`src/bcm_pkg.sv`:
```
// bcm_pkg: constants, carriers and decode helpers for the breakpoint
// compare masking block; shared by the top, the apb slave and comparators.
package bcm_pkg;

  // register byte offsets on the apb port
  localparam logic [7:0] BCM_OFS_MASK_DIR = 8'h00;
  localparam logic [7:0] BCM_OFS_CMP0 = 8'h04;
  localparam logic [7:0] BCM_OFS_MODE = 8'h1c;
  localparam logic [7:0] BCM_OFS_STATUS = 8'h20;
  localparam logic [7:0] BCM_WORD = 8'h04;
  localparam int BCM_NCMP = 6;

  // compare byte order in the compare array
  localparam int BCM_AX = 0;
  localparam int BCM_AH = 1;
  localparam int BCM_AL = 2;
  localparam int BCM_BX = 3;
  localparam int BCM_BH = 4;
  localparam int BCM_BL = 5;

  // mask and direction control field positions
  localparam int BCM_A_MSB = 7;
  localparam int BCM_A_LSB = 6;
  localparam int BCM_B_MSB = 5;
  localparam int BCM_B_LSB = 4;
  localparam int BCM_A_DEN = 3;
  localparam int BCM_A_DVAL = 2;
  localparam int BCM_B_DEN = 1;
  localparam int BCM_B_DVAL = 0;

  // mode and status field positions
  localparam int BCM_MODE_BKP = 0;
  localparam int BCM_MODE_FULL = 1;
  localparam int BCM_MODE_TRACE = 2;
  localparam int BCM_ST_HIT_A = 0;
  localparam int BCM_ST_HIT_B = 1;

  // widths and reset values
  localparam int BCM_LO_W = 8;
  localparam int BCM_XB_W = 6;
  localparam logic [7:0] BCM_RST_BYTE = 8'h00;
  localparam logic [2:0] BCM_RST_MODE = 3'h0;
  localparam logic [31:0] BCM_RST_WORD = 32'h0000_0000;

  typedef struct packed {
    logic [7:0] paddr;
    logic psel;
    logic penable;
    logic pwrite;
    logic [31:0] pwdata;
  } bcm_apb_req_s;

  typedef struct packed {
    logic valid;
    logic rnw;
    logic page_acc;
    logic [5:0] page;
    logic [15:0] addr;
    logic [15:0] data;
  } bcm_core_bus_s;

  typedef struct packed {
    logic [1:0] mask;
    logic dir_en;
    logic dir_val;
    logic [7:0] ext;
    logic [7:0] high;
    logic [7:0] low;
  } bcm_cmp_cfg_s;

  typedef struct packed {
    logic ext;
    logic high;
    logic low;
  } bcm_sel_s;

  // which compare bytes take part, from the two mask bits
  function automatic bcm_sel_s bcm_byte_sel(input logic [1:0] mask,
                                            input logic data_mode);
    bcm_sel_s s;
    if (data_mode) begin
      s.ext = 1'b0;
      s.high = ~mask[1];
      s.low = ~mask[0];
    end else begin
      s.ext = 1'b1;
      s.high = ~(mask[0] & mask[1]);
      s.low = ~mask[0];
    end
    return s;
  endfunction

  function automatic logic bcm_is_mapped(input logic [7:0] a);
    return (a == BCM_OFS_MASK_DIR) || (a == BCM_OFS_MODE) ||
           (a == BCM_OFS_STATUS) ||
           ((a >= BCM_OFS_CMP0) && (a < BCM_OFS_MODE) &&
            (a[1:0] == 2'b00));
  endfunction

endpackage

```
`src/bcm_top.sv`:
```
// bcm_top: breakpoint compare masking with its apb register file.
// assumes core bus signals synchronous to core_clk, one cycle each.
//
// Overview of operation
// - first mask: low bit clear full; 0:1 256 byte; 1:1 16K.
// - paged full compare: 6 ext to page, 14 bits to address.
// - unpaged full compare: high and low against address 15:0.
// - first mask 1:0 acts as full compare.
// - first mask 1:1 hits only on paged access with ext match.
// - second comparator in dual mode uses same mask encoding.
// - second comparator paged full compare spans twenty bits.
// - second mask 1:0 acts as full compare in dual mode.
// - second mask 1:1 in dual mode hits only on paged access with ext match.
// - full mode: second mask selects which data bytes compare.
// - full mode never uses second comparator extended byte.
// - bit 3 enables direction qualify for comparator A.
// - bit 2 picks write 0 or read 1, only when enabled.
// - bit 1 enables direction qualify for comparator B.
// - bit 0 picks write 0 or read 1, only when enabled.
// - full mode ignores both comparator B direction bits.
// - trace debug mode forces first mask to zero.
// - full: A address, B data; dual: both addresses.
`timescale 1ns/10ps
module bcm_top
  import bcm_pkg::*;
(
  input wire logic core_clk,
  input wire logic srst,
  input wire bcm_pkg::bcm_apb_req_s apb,
  output logic [31:0] prdata,
  output logic pready,
  output logic pslverr,
  input wire bcm_pkg::bcm_core_bus_s core,
  output logic match_a,
  output logic match_b,
  output logic break_req
);
  import bcm_pkg::*;

  ////////////////////////////////////////////////////////////////////////
  // register file

  logic setup;
  logic wr_stb;
  logic [7:0] mask_dir_reg;
  logic [7:0] cmp_reg [BCM_NCMP];
  logic [2:0] mode_reg;
  logic [1:0] hit_reg;
  logic [1:0] hit_next;
  logic [31:0] prdata_reg;
  logic [31:0] rd_next;
  logic match_a_reg;
  logic match_b_reg;
  logic break_reg;
  logic hit_a;
  logic hit_b;
  logic bkp_on;
  logic trace_on;
  logic full_on;
  bcm_cmp_cfg_s cfg_a;
  bcm_cmp_cfg_s cfg_b;

  bcm_apb_slv u_apb (
    .core_clk(core_clk),
    .srst(srst),
    .apb(apb),
    .pready(pready),
    .pslverr(pslverr),
    .setup(setup),
    .wr_stb(wr_stb)
  );

  // mask and direction control byte
  always_ff @(posedge core_clk) begin
    if (srst) begin
      mask_dir_reg <= BCM_RST_BYTE;
    end else if (wr_stb && apb.paddr == BCM_OFS_MASK_DIR) begin
      mask_dir_reg <= apb.pwdata[7:0];
    end
  end

  // mode byte: breakpoint only, full, trace debug
  always_ff @(posedge core_clk) begin
    if (srst) begin
      mode_reg <= BCM_RST_MODE;
    end else if (wr_stb && apb.paddr == BCM_OFS_MODE) begin
      mode_reg <= apb.pwdata[2:0];
    end
  end

  // six compare bytes at consecutive words
  genvar gi;
  generate
    for (gi = 0; gi < BCM_NCMP; gi++) begin : g_cmp
      always_ff @(posedge core_clk) begin
        if (srst) begin
          cmp_reg[gi] <= BCM_RST_BYTE;
        end else if (wr_stb && apb.paddr ==
                     8'(BCM_OFS_CMP0 + BCM_WORD * 8'(gi))) begin
          cmp_reg[gi] <= apb.pwdata[7:0];
        end
      end
    end
  endgenerate

  // sticky hits: write one clears, a new hit in that cycle wins
  always_comb begin
    hit_next = hit_reg;
    if (wr_stb && apb.paddr == BCM_OFS_STATUS) begin
      hit_next = hit_reg & ~apb.pwdata[1:0];
    end
    hit_next[BCM_ST_HIT_A] = hit_next[BCM_ST_HIT_A] | match_a_reg;
    hit_next[BCM_ST_HIT_B] = hit_next[BCM_ST_HIT_B] | match_b_reg;
  end

  always_ff @(posedge core_clk) begin
    if (srst) begin
      hit_reg <= 2'h0;
    end else begin
      hit_reg <= hit_next;
    end
  end

  // read mux; upper bits and holes read zero
  always_comb begin
    rd_next = BCM_RST_WORD;
    if (apb.paddr == BCM_OFS_MASK_DIR) begin
      rd_next[7:0] = mask_dir_reg;
    end else if (apb.paddr == BCM_OFS_MODE) begin
      rd_next[2:0] = mode_reg;
    end else if (apb.paddr == BCM_OFS_STATUS) begin
      rd_next[1:0] = hit_reg;
    end else begin
      for (int i = 0; i < BCM_NCMP; i++) begin
        if (apb.paddr == 8'(BCM_OFS_CMP0 + BCM_WORD * 8'(i))) begin
          rd_next[7:0] = cmp_reg[i];
        end
      end
    end
  end

  // read data captured in setup, held through the access phase
  always_ff @(posedge core_clk) begin
    if (srst) begin
      prdata_reg <= BCM_RST_WORD;
    end else if (setup && !apb.pwrite) begin
      prdata_reg <= rd_next;
    end
  end

  assign prdata = prdata_reg;

  ////////////////////////////////////////////////////////////////////////
  // mode and comparator configuration

  // breakpoint only mode overrides trace debug mode
  assign bkp_on = mode_reg[BCM_MODE_BKP];
  assign trace_on = mode_reg[BCM_MODE_TRACE] & ~bkp_on;
  assign full_on = mode_reg[BCM_MODE_FULL];

  // comparator A: address always
  always_comb begin
    cfg_a.mask = {mask_dir_reg[BCM_A_MSB], mask_dir_reg[BCM_A_LSB]};
    if (trace_on) begin
      cfg_a.mask = 2'b00;
    end
    cfg_a.dir_en = mask_dir_reg[BCM_A_DEN];
    cfg_a.dir_val = mask_dir_reg[BCM_A_DVAL];
    cfg_a.ext = cmp_reg[BCM_AX];
    cfg_a.high = cmp_reg[BCM_AH];
    cfg_a.low = cmp_reg[BCM_AL];
  end

  // comparator B: address in dual, data in full
  always_comb begin
    cfg_b.mask = {mask_dir_reg[BCM_B_MSB], mask_dir_reg[BCM_B_LSB]};
    cfg_b.dir_en = mask_dir_reg[BCM_B_DEN] & ~full_on;
    cfg_b.dir_val = mask_dir_reg[BCM_B_DVAL];
    cfg_b.ext = cmp_reg[BCM_BX];
    cfg_b.high = cmp_reg[BCM_BH];
    cfg_b.low = cmp_reg[BCM_BL];
  end

  bcm_cmp_unit u_cmp_a (
    .cfg(cfg_a),
    .bus(core),
    .data_mode(1'b0),
    .hit(hit_a)
  );

  bcm_cmp_unit u_cmp_b (
    .cfg(cfg_b),
    .bus(core),
    .data_mode(full_on),
    .hit(hit_b)
  );

  ////////////////////////////////////////////////////////////////////////
  // match outputs and break request

  // one cycle latency from bus cycle to match flags
  always_ff @(posedge core_clk) begin
    if (srst) begin
      match_a_reg <= 1'b0;
      match_b_reg <= 1'b0;
    end else begin
      match_a_reg <= core.valid & hit_a;
      match_b_reg <= core.valid & hit_b;
    end
  end

  // full mode needs address and data together; dual takes either
  always_ff @(posedge core_clk) begin
    if (srst) begin
      break_reg <= 1'b0;
    end else begin
      break_reg <= core.valid & (bkp_on | trace_on) &
                   (full_on ? (hit_a & hit_b) : (hit_a | hit_b));
    end
  end

  assign match_a = match_a_reg;
  assign match_b = match_b_reg;
  assign break_req = break_reg;

  logic a_dir_free;
  logic a_page20_eq;
  logic a_flat_eq;
  assign a_dir_free = ~cfg_a.dir_en;
  assign a_page20_eq = core.page_acc &&
    core.page == cfg_a.ext[BCM_XB_W-1:0] &&
    core.addr[BCM_LO_W+BCM_XB_W-1:BCM_LO_W] ==
      cfg_a.high[BCM_XB_W-1:0] &&
    core.addr[BCM_LO_W-1:0] == cfg_a.low;
  assign a_flat_eq = !core.page_acc &&
    core.addr == {cfg_a.high, cfg_a.low};
endmodule

```
`src/bcm_cmp_unit.sv`:
```
// bcm_cmp_unit: one breakpoint comparator, address or data match.
// assumes a registered config and a core bus stable for the cycle.
`timescale 1ns/10ps
module bcm_cmp_unit
  import bcm_pkg::*;
(
  input wire bcm_pkg::bcm_cmp_cfg_s cfg,
  input wire bcm_pkg::bcm_core_bus_s bus,
  input wire logic data_mode,
  output logic hit
);
  import bcm_pkg::*;

  bcm_sel_s sel;
  logic ext_eq;
  logic hi_eq;
  logic lo_eq;
  logic dir_ok;

  assign sel = bcm_byte_sel(cfg.mask, data_mode);
  assign ext_eq = (bus.page == cfg.ext[BCM_XB_W-1:0]);
  assign dir_ok = ~cfg.dir_en | (bus.rnw == cfg.dir_val);

  // byte equality, paged or flat address, or data bytes
  always_comb begin
    lo_eq = data_mode ? (bus.data[BCM_LO_W-1:0] == cfg.low)
                      : (bus.addr[BCM_LO_W-1:0] == cfg.low);
    if (data_mode) begin
      hi_eq = (bus.data[2*BCM_LO_W-1:BCM_LO_W] == cfg.high);
    end else if (bus.page_acc) begin
      hi_eq = (bus.addr[BCM_LO_W+BCM_XB_W-1:BCM_LO_W] ==
               cfg.high[BCM_XB_W-1:0]);
    end else begin
      hi_eq = (bus.addr[2*BCM_LO_W-1:BCM_LO_W] == cfg.high);
    end
  end

  // combine per mode
  always_comb begin
    if (data_mode) begin
      hit = (~sel.high | hi_eq) & (~sel.low | lo_eq);
    end else if (bus.page_acc) begin
      hit = (~sel.ext | ext_eq) & (~sel.high | hi_eq) &
            (~sel.low | lo_eq) & dir_ok;
    end else begin
      hit = sel.high & hi_eq & (~sel.low | lo_eq) & dir_ok;
    end
  end

endmodule

```
`src/bcm_apb_slv.sv`:
```
// bcm_apb_slv: apb handshake and decode for the breakpoint block.
// assumes a standard apb master; answers with no wait states.
`timescale 1ns/10ps
module bcm_apb_slv
  import bcm_pkg::*;
(
  input wire logic core_clk,
  input wire logic srst,
  input wire bcm_pkg::bcm_apb_req_s apb,
  output logic pready,
  output logic pslverr,
  output logic setup,
  output logic wr_stb
);
  import bcm_pkg::*;

  logic pready_reg;
  logic pslverr_reg;

  assign setup = apb.psel & ~apb.penable;

  // ready one cycle after setup, so read data can come from a flop
  always_ff @(posedge core_clk) begin
    if (srst) begin
      pready_reg <= 1'b0;
      pslverr_reg <= 1'b0;
    end else begin
      pready_reg <= setup;
      pslverr_reg <= setup & ~bcm_is_mapped(apb.paddr);
    end
  end

  // refused writes to holes change nothing
  assign wr_stb = apb.psel & apb.penable & apb.pwrite & pready_reg &
                  ~pslverr_reg;
  assign pready = pready_reg;
  assign pslverr = pslverr_reg;

endmodule

```
`config.mk`:
```
export PLATFORM = sky130hd
export DESIGN_NAME = bcm_top
export DESIGN_NICKNAME = d
export VERILOG_FILES = /design/src/bcm_pkg.sv /design/src/bcm_top.sv /design/src/bcm_cmp_unit.sv /design/src/bcm_apb_slv.sv
export SDC_FILE = /design/constraint.sdc
export NUM_CORES = 1
export LEC_CHECK = 0
export ABC_CLOCK_PERIOD_IN_PS = 3000
export BUFFER_PORTS_ARGS = -buffer_cell sky130_fd_sc_hd__buf_2
export CAP_MARGIN = 30
export CELL_PAD_IN_SITES_DETAIL_PLACEMENT = 1
export CELL_PAD_IN_SITES_GLOBAL_PLACEMENT = 1
export CORE_MARGIN = 4
export CORE_UTILIZATION = 39
export DETAILED_ROUTE_END_ITERATION = 12
export PLACE_DENSITY = 0.84
export SKIP_LAST_GASP = 1
export SYNTH_ARGS = -nofsm -noshare
export SYNTH_HDL_FRONTEND = slang
export SYNTH_SLANG_ARGS = --single-unit
```
`constraint.sdc`:
```
create_clock -name core_clk -period 3 [get_ports core_clk]
set_clock_uncertainty 0.1 [all_clocks]
set_input_delay 0.6 -clock core_clk [delete_from_list [all_inputs] [get_ports core_clk]]
set_output_delay 0.6 -clock core_clk [all_outputs]
set_load 0.005 [all_outputs]
```
Yosys cells after proc, flatten, opt, wreduce, memory -nomap -nowiden. Memories as Yosys holds them, arrays and structs flattened. Cells that the tools add are included.

Multiplexer cells: 48. Eq/ne operators: 20. Bitwise gates (word level): 61. Magnitude comparators: 2. Reduce and logical (&&, ||, !) cells: 18.

Operators with widths (number): $mux W8 (13); $eq A8 B8 Y1 (6); $eq A8 B5 Y1 const B (4); $and A1 B1 Y1 (28); $mux W1 (28); $eq A6 B6 Y1 (4); $or A1 B1 Y1 (17); $eq A8 B4 Y1 const B (2); $not A1 Y1 (14); $logic_and A1 B1 Y1 (12); $eq A8 B3 Y1 const B (1); $eq A8 B6 Y1 const B (1); $ge A8 B3 Y1 const B (1); $logic_not A8 Y1 (1); $lt A8 B5 Y1 const B (1); $mux W2 (3); $mux W3 (2); $mux W6 (1); $mux W5 (1); $logic_or A1 B1 Y1 (3); $and A2 B2 Y2 (1); $eq A1 B1 Y1 (2); $logic_not A2 Y1 (1); $not A2 Y2 (1); $logic_not A1 Y1 (1).

Memories kept: 1. Register bits: 26. Output and inout bits: 37. Memory bits (writable): 48.

Memories: cmp_reg (depth 6, bits a word 8, read ports 6, clocked after memory_dff 0, write ports 6, line bcm_top.sv:46) `logic [7:0] cmp_reg [BCM_NCMP];`.

Logic depth before layout (Yosys ltp).
Depth after elaboration: 13. Depth in mapped cells: 8. Depth with buffers taken out: 6.

Modules after synthesis. Synthesis repeated with hierarchy kept, for this count alone.

Cells, all modules: 490. Area, all modules: 4774.6 um2.

By module, submodules not included: bcm_top (seq. area each 1921.8 um2, times used 1, cells each 361, area each 3721.1 um2); bcm_cmp_unit (seq. area each 0.0 um2, times used 2, cells each 60, area each 480.5 um2); bcm_apb_slv (seq. area each 40.0 um2, times used 1, cells each 9, area each 92.6 um2).

Worst setup path after synthesis. OpenSTA, ideal clock, no wires.

Path type: input -> register. From: input port apb[33] in the netlist's numbering. To: memory cmp_reg[2][0], enable pin. Path buffers: 0. Stages: 3. Arrival: 2.109 ns. Setup slack: 0.393 ns. Data required time: 2.502 ns. Library setup time: 0.398 ns. Cell sequence: and4b_1 -> nand2_1 -> o41ai_1.

RTL lines: start, declared (line bcm_top.sv:29) `input wire bcm_pkg::bcm_apb_req_s apb,`; end, declared (line bcm_top.sv:46).

Worst setup path after layout.
From: register mode_reg[1]. To: register break_reg (netlist: break_req).

Longest elaborated chain between the ends: 11.

Ends and longest elaborated chain: start, declared (line bcm_top.sv:47) `logic [2:0] mode_reg;`; start signal, assigned (line bcm_top.sv:87) `mode_reg <= apb.pwdata[2:0];`; $mux W3 (line bcm_pkg.sv:81) `if (data_mode) begin`; $not A1 Y1 (on tied branches) (line bcm_cmp_unit.sv:43, bcm_cmp_unit.sv:41); $or A1 B1 Y1 (on tied branches) (line bcm_cmp_unit.sv:43, bcm_cmp_unit.sv:41); $and A1 B1 Y1 (2 in series) (line bcm_cmp_unit.sv:43) `hit = (~sel.ext | ext_eq) & (~sel.high | hi_eq) &`; $and A1 B1 Y1 (line bcm_cmp_unit.sv:44) `(~sel.low | lo_eq) & dir_ok;`; $mux W1 (line bcm_cmp_unit.sv:42) `end else if (bus.page_acc) begin`; $mux W1 (line bcm_cmp_unit.sv:40) `if (data_mode) begin`; $or A1 B1 Y1 or $and A1 B1 Y1 (tied branches) (line bcm_top.sv:218) `(full_on ? (hit_a & hit_b) : (hit_a | hit_b));`; $mux W1 * (line bcm_top.sv:218); $and A1 B1 Y1 * (line bcm_top.sv:217) `break_reg <= core.valid & (bkp_on | trace_on) &`; end signal, assigned (line bcm_top.sv:217); end, declared (line bcm_top.sv:54) `logic break_reg;`.

Mark *: on every way between the ends. The rest lies on a longest branch, timed or not. A chain may end at the register's enable or synchronous reset.

==> impl_metrics.csv <==
group,metric,value,unit
run_status,status,"finished, final reports clean",
worst_setup_path,crit_buf_inv,0,
worst_setup_path,path_cells,"mux2i_1, xnor2_1, nor4_2, a21oi_1, a221oi_1, o21a_1",
drt,wl_per_cell,21.9,um
floorplan,rows,39,
worst_setup_path,crit_family,"flip-flops",
grt,grt_pass1_vias,4095,
clock_network,htreeDepth,3,
drt,dr.pass1.iters,4,
drt,drt-total-wl,15.2,mm
sta,tightest_slew,0.841,ns
power_and_ir_drop,powerDensity,466,mW/mm^2
clock_network,root_buffer,"clkbuf_16",
logic_synthesis,syn_area,0.00470,mm^2
logic_synthesis,ys_types,65,
floorplan,core_area,0.0116,mm^2
floorplan,dieHeight,118,um
clock_network,ctsResizeCount,0,
logic_synthesis,synth-edff-count,48,
logic_synthesis,synthCells,468,
worst_setup_path,cp-end-kind,"flop",
power_and_ir_drop,seqPwrFrac,44.4,%
worst_setup_path,max_stage_delay,0.86,ns
worst_setup_path,start_kind,"flop",
drt,viasPerCell,5.64,
drt,drtIter0Drc,285,
clock_network,hold_buffers,0,
worst_setup_path,critPathCapture,"break_req",
clock_network,clock-sinks,74,
logic_synthesis,synth.area.top_cells,"edfxtp_1 31%, dfxtp_1 11%, and2_1 6.5%",
sta,hold_violations,0,
floorplan,die_w,118,um
worst_setup_path,r2r_slack,0.66,ns
sta,setup_viol,0,
logic_synthesis,synthTopCellsByCount,"49 x and2_1, 48 x edfxtp_1, 34 x nor2_1, 29 x xnor2_1, 26 x dfxtp_1",
cells_and_area,largest_reg_flops,48,
clock_network,cts_tree,"built",
cells_and_area,final_nets,631,
clock_network,clk_path_buf_depth,2,
placed_design,dp.cells,677,
grt,grt_usage,22.3,%
logic_synthesis,yosysSeqAreaShare,41.7,%
cells_and_area,regArea,0.00196,mm^2
floorplan,io_pins,123,
cells_and_area,multi_input_area,0.00251,mm^2
placed_design,portBuffers,74,
clock_network,cts_buffers,9,
logic_synthesis,yosysMostFrequentCell,"and2_1",
sta,fmaxAchievable,428,MHz
drt,routed-via-count,3910,
logic_synthesis,netlist.area_leader.share,30.7,%
worst_setup_path,crit_start,"mode_reg[1]",
clock_network,clock_latency,0.35,ns
worst_setup_path,crit_arrival,2.53,ns
cells_and_area,drive_gt1_share,24.4,%
power_and_ir_drop,pwr-share-clk,44.4,%
power_and_ir_drop,p_leak,2.11,nW
grt,grt_pass1_wl,23.5,mm
grt,gr-total-overflow,0,
sta,totalNegativeSetupSlack,0,ns
placed_design,hpwl,11.9,mm
clock_network,path_clk_slew,0.06,ns
drt,ant_nets,0,
sta,whs,0.366,ns
power_and_ir_drop,internal_power,1.92,mW
worst_setup_path,critPathKind,"flop to flop",
logic_synthesis,syn_area_per_cell,10.0,um^2
logic_synthesis,synth-seq-cells,74,
sta,drv_slew,0,
cells_and_area,instances_no_fill,693,
flow_run,drv_cap,0,
drt,drc,0,
logic_synthesis,synth_top_area_cell,"edfxtp_1",
floorplan,dieArea,0.0139,mm^2
worst_setup_path,critPathRequiredTime,3.19,ns
cells_and_area,fillers,1325,
worst_setup_path,reg2reg_depth,6,
cells_and_area,area_growth,15.8,%
worst_setup_path,timing.rr.end,"break_req",
hold_path,hp-class,"flop to flop",
worst_setup_path,r2r-start,"mode_reg[1]",
grt,antenna_found_initial,0,
sta,period_share,77.9,%
power_and_ir_drop,ir_drop,0.268,mV
worst_setup_path,worstPathMaxFanout,16,
worst_setup_path,cp.depth,6,
logic_synthesis,synth_warnings,0,
worst_setup_path,critPathSlowestCell,"dfxtp_1",
sta,rsz0062_at_grt,"no",
grt,grt_start_max_net_pins,29,
power_and_ir_drop,combPwrFrac,11.2,%
floorplan,start_util,40.5,%
logic_synthesis,ys.flop_type,"edfxtp_1",
power_and_ir_drop,power.switching,0.612,mW
cells_and_area,diodes,0,
logic_synthesis,async_flop_share,0,%
sta,slew_headroom,43.9,%
clock_network,post-cts-setup-buffers,0,
sta,fin_crit,2.34,ns
power_and_ir_drop,switching_share,24.2,%
placed_design,place_congestion,0.943,
area by class of cell:
cell class / instances / share of cell area [%]
well taps: 143 / 3.29
inverters: 7 / 0.483
clock buffers: 14 / 5.65
clock inverters: 2 / 0.253
repair buffers: 85 / 8.27
flip-flops and latches: 74 / 36.0
multi-input cells: 368 / 46.0
cells in the final DEF (no fill, tap or decap), drive strengths merged, types with 3 or more instances in the layout:
cell type and count:
inv 6, or3 4, a32oi 5, edfxtp 48, buf 85, nor3 9, a31oi 6, a22o 3
mux2i 21, nor2b 8, nand2 26, mux2 8, and2 49, conb 24, a311o 3, a21oi 14
nor4 12, nand4 6, a211oi 4, o21ai 21, nand3 11, dfxtp 26, xnor2 29, a22oi 7
clkinv 3, clkbuf 14, xor2 25, nor2 42
worst min-delay path by stage:
stage | startpoint | to | slack [ns] | depth (start not counted)
finish | prdata[0] | prdata[0] | 0.37 | 2
detailed placement | prdata[0] | prdata[0] | 0.36 | 2
CTS | apb[33] | u_apb.pslverr | 0.36 | 2
floorplan | prdata[0] | prdata[0] | 0.35 | 2
global route | apb[33] | u_apb.pready | 0.38 | 2
global placement | prdata[0] | prdata[0] | 0.34 | 2
logic make-up (layout without fill, tap and decap cells):
kind of cell              after synthesis  count (layout)  share of synthesized area [%]
xor gates and xnor gates               54              54                           10.1
buffers and inverters                  49             108                           6.81
AOI/OAI and AO/OA                      83              83                           12.1
muxes                                  29              29                           6.39
and+or+nand+nor                       178             178                           22.8
other                                   1              24                         0.0798
DFF                                    74              74                           41.7
power by group through the flow:
| stage | combinational (mW) | clock, mW | sequential [mW] |
|---|---|---|---|
| final | 0.284 | 1.13 | 1.12 |
| after global routing | 0.310 | 1.19 | 1.13 |
| after CTS | 0.282 | 1.15 | 1.12 |
| after detailed placement | 0.279 | 0 | 1.15 |
| after global placement | 0.269 | 0 | 1.15 |
| after floorplan | 0.178 | 0 | 1.14 |
metrics by stage:
stage               setup WS (ns)  instance area [um^2]  utilization, %  power (mW)
finish                      0.662                  5450            46.9        2.53
global route                0.550                  5450            46.9        2.63
global placement            0.352                  5120            44.1        1.41
detailed placement          0.479                  5120            44.1        1.43
CTS                         0.653                  5450            46.9        2.56
floorplan                   0.393                  4790               -        1.32
routing by layer:
metal | track usage [%] | share of wire (%) | vias up
li1 | - | - | 1803
met1 | 28.0 | 41 | 1907
met2 | 37.7 | 49 | 177
met3 | 5.29 | 7.8 | 23
met4 | 7.84 | 2.1 | 0
met5 | 0 | 0 | -
tightest hold or removal path: cells and delay by family (launching register included):
kind	cells	cell delay, ns
AO/OA/AOI/OAI	1	0.05
flip-flops	1	0.31
AND/OR/NAND/NOR	1	0.06
Note: power is estimated with default switching activity, not from simulation.
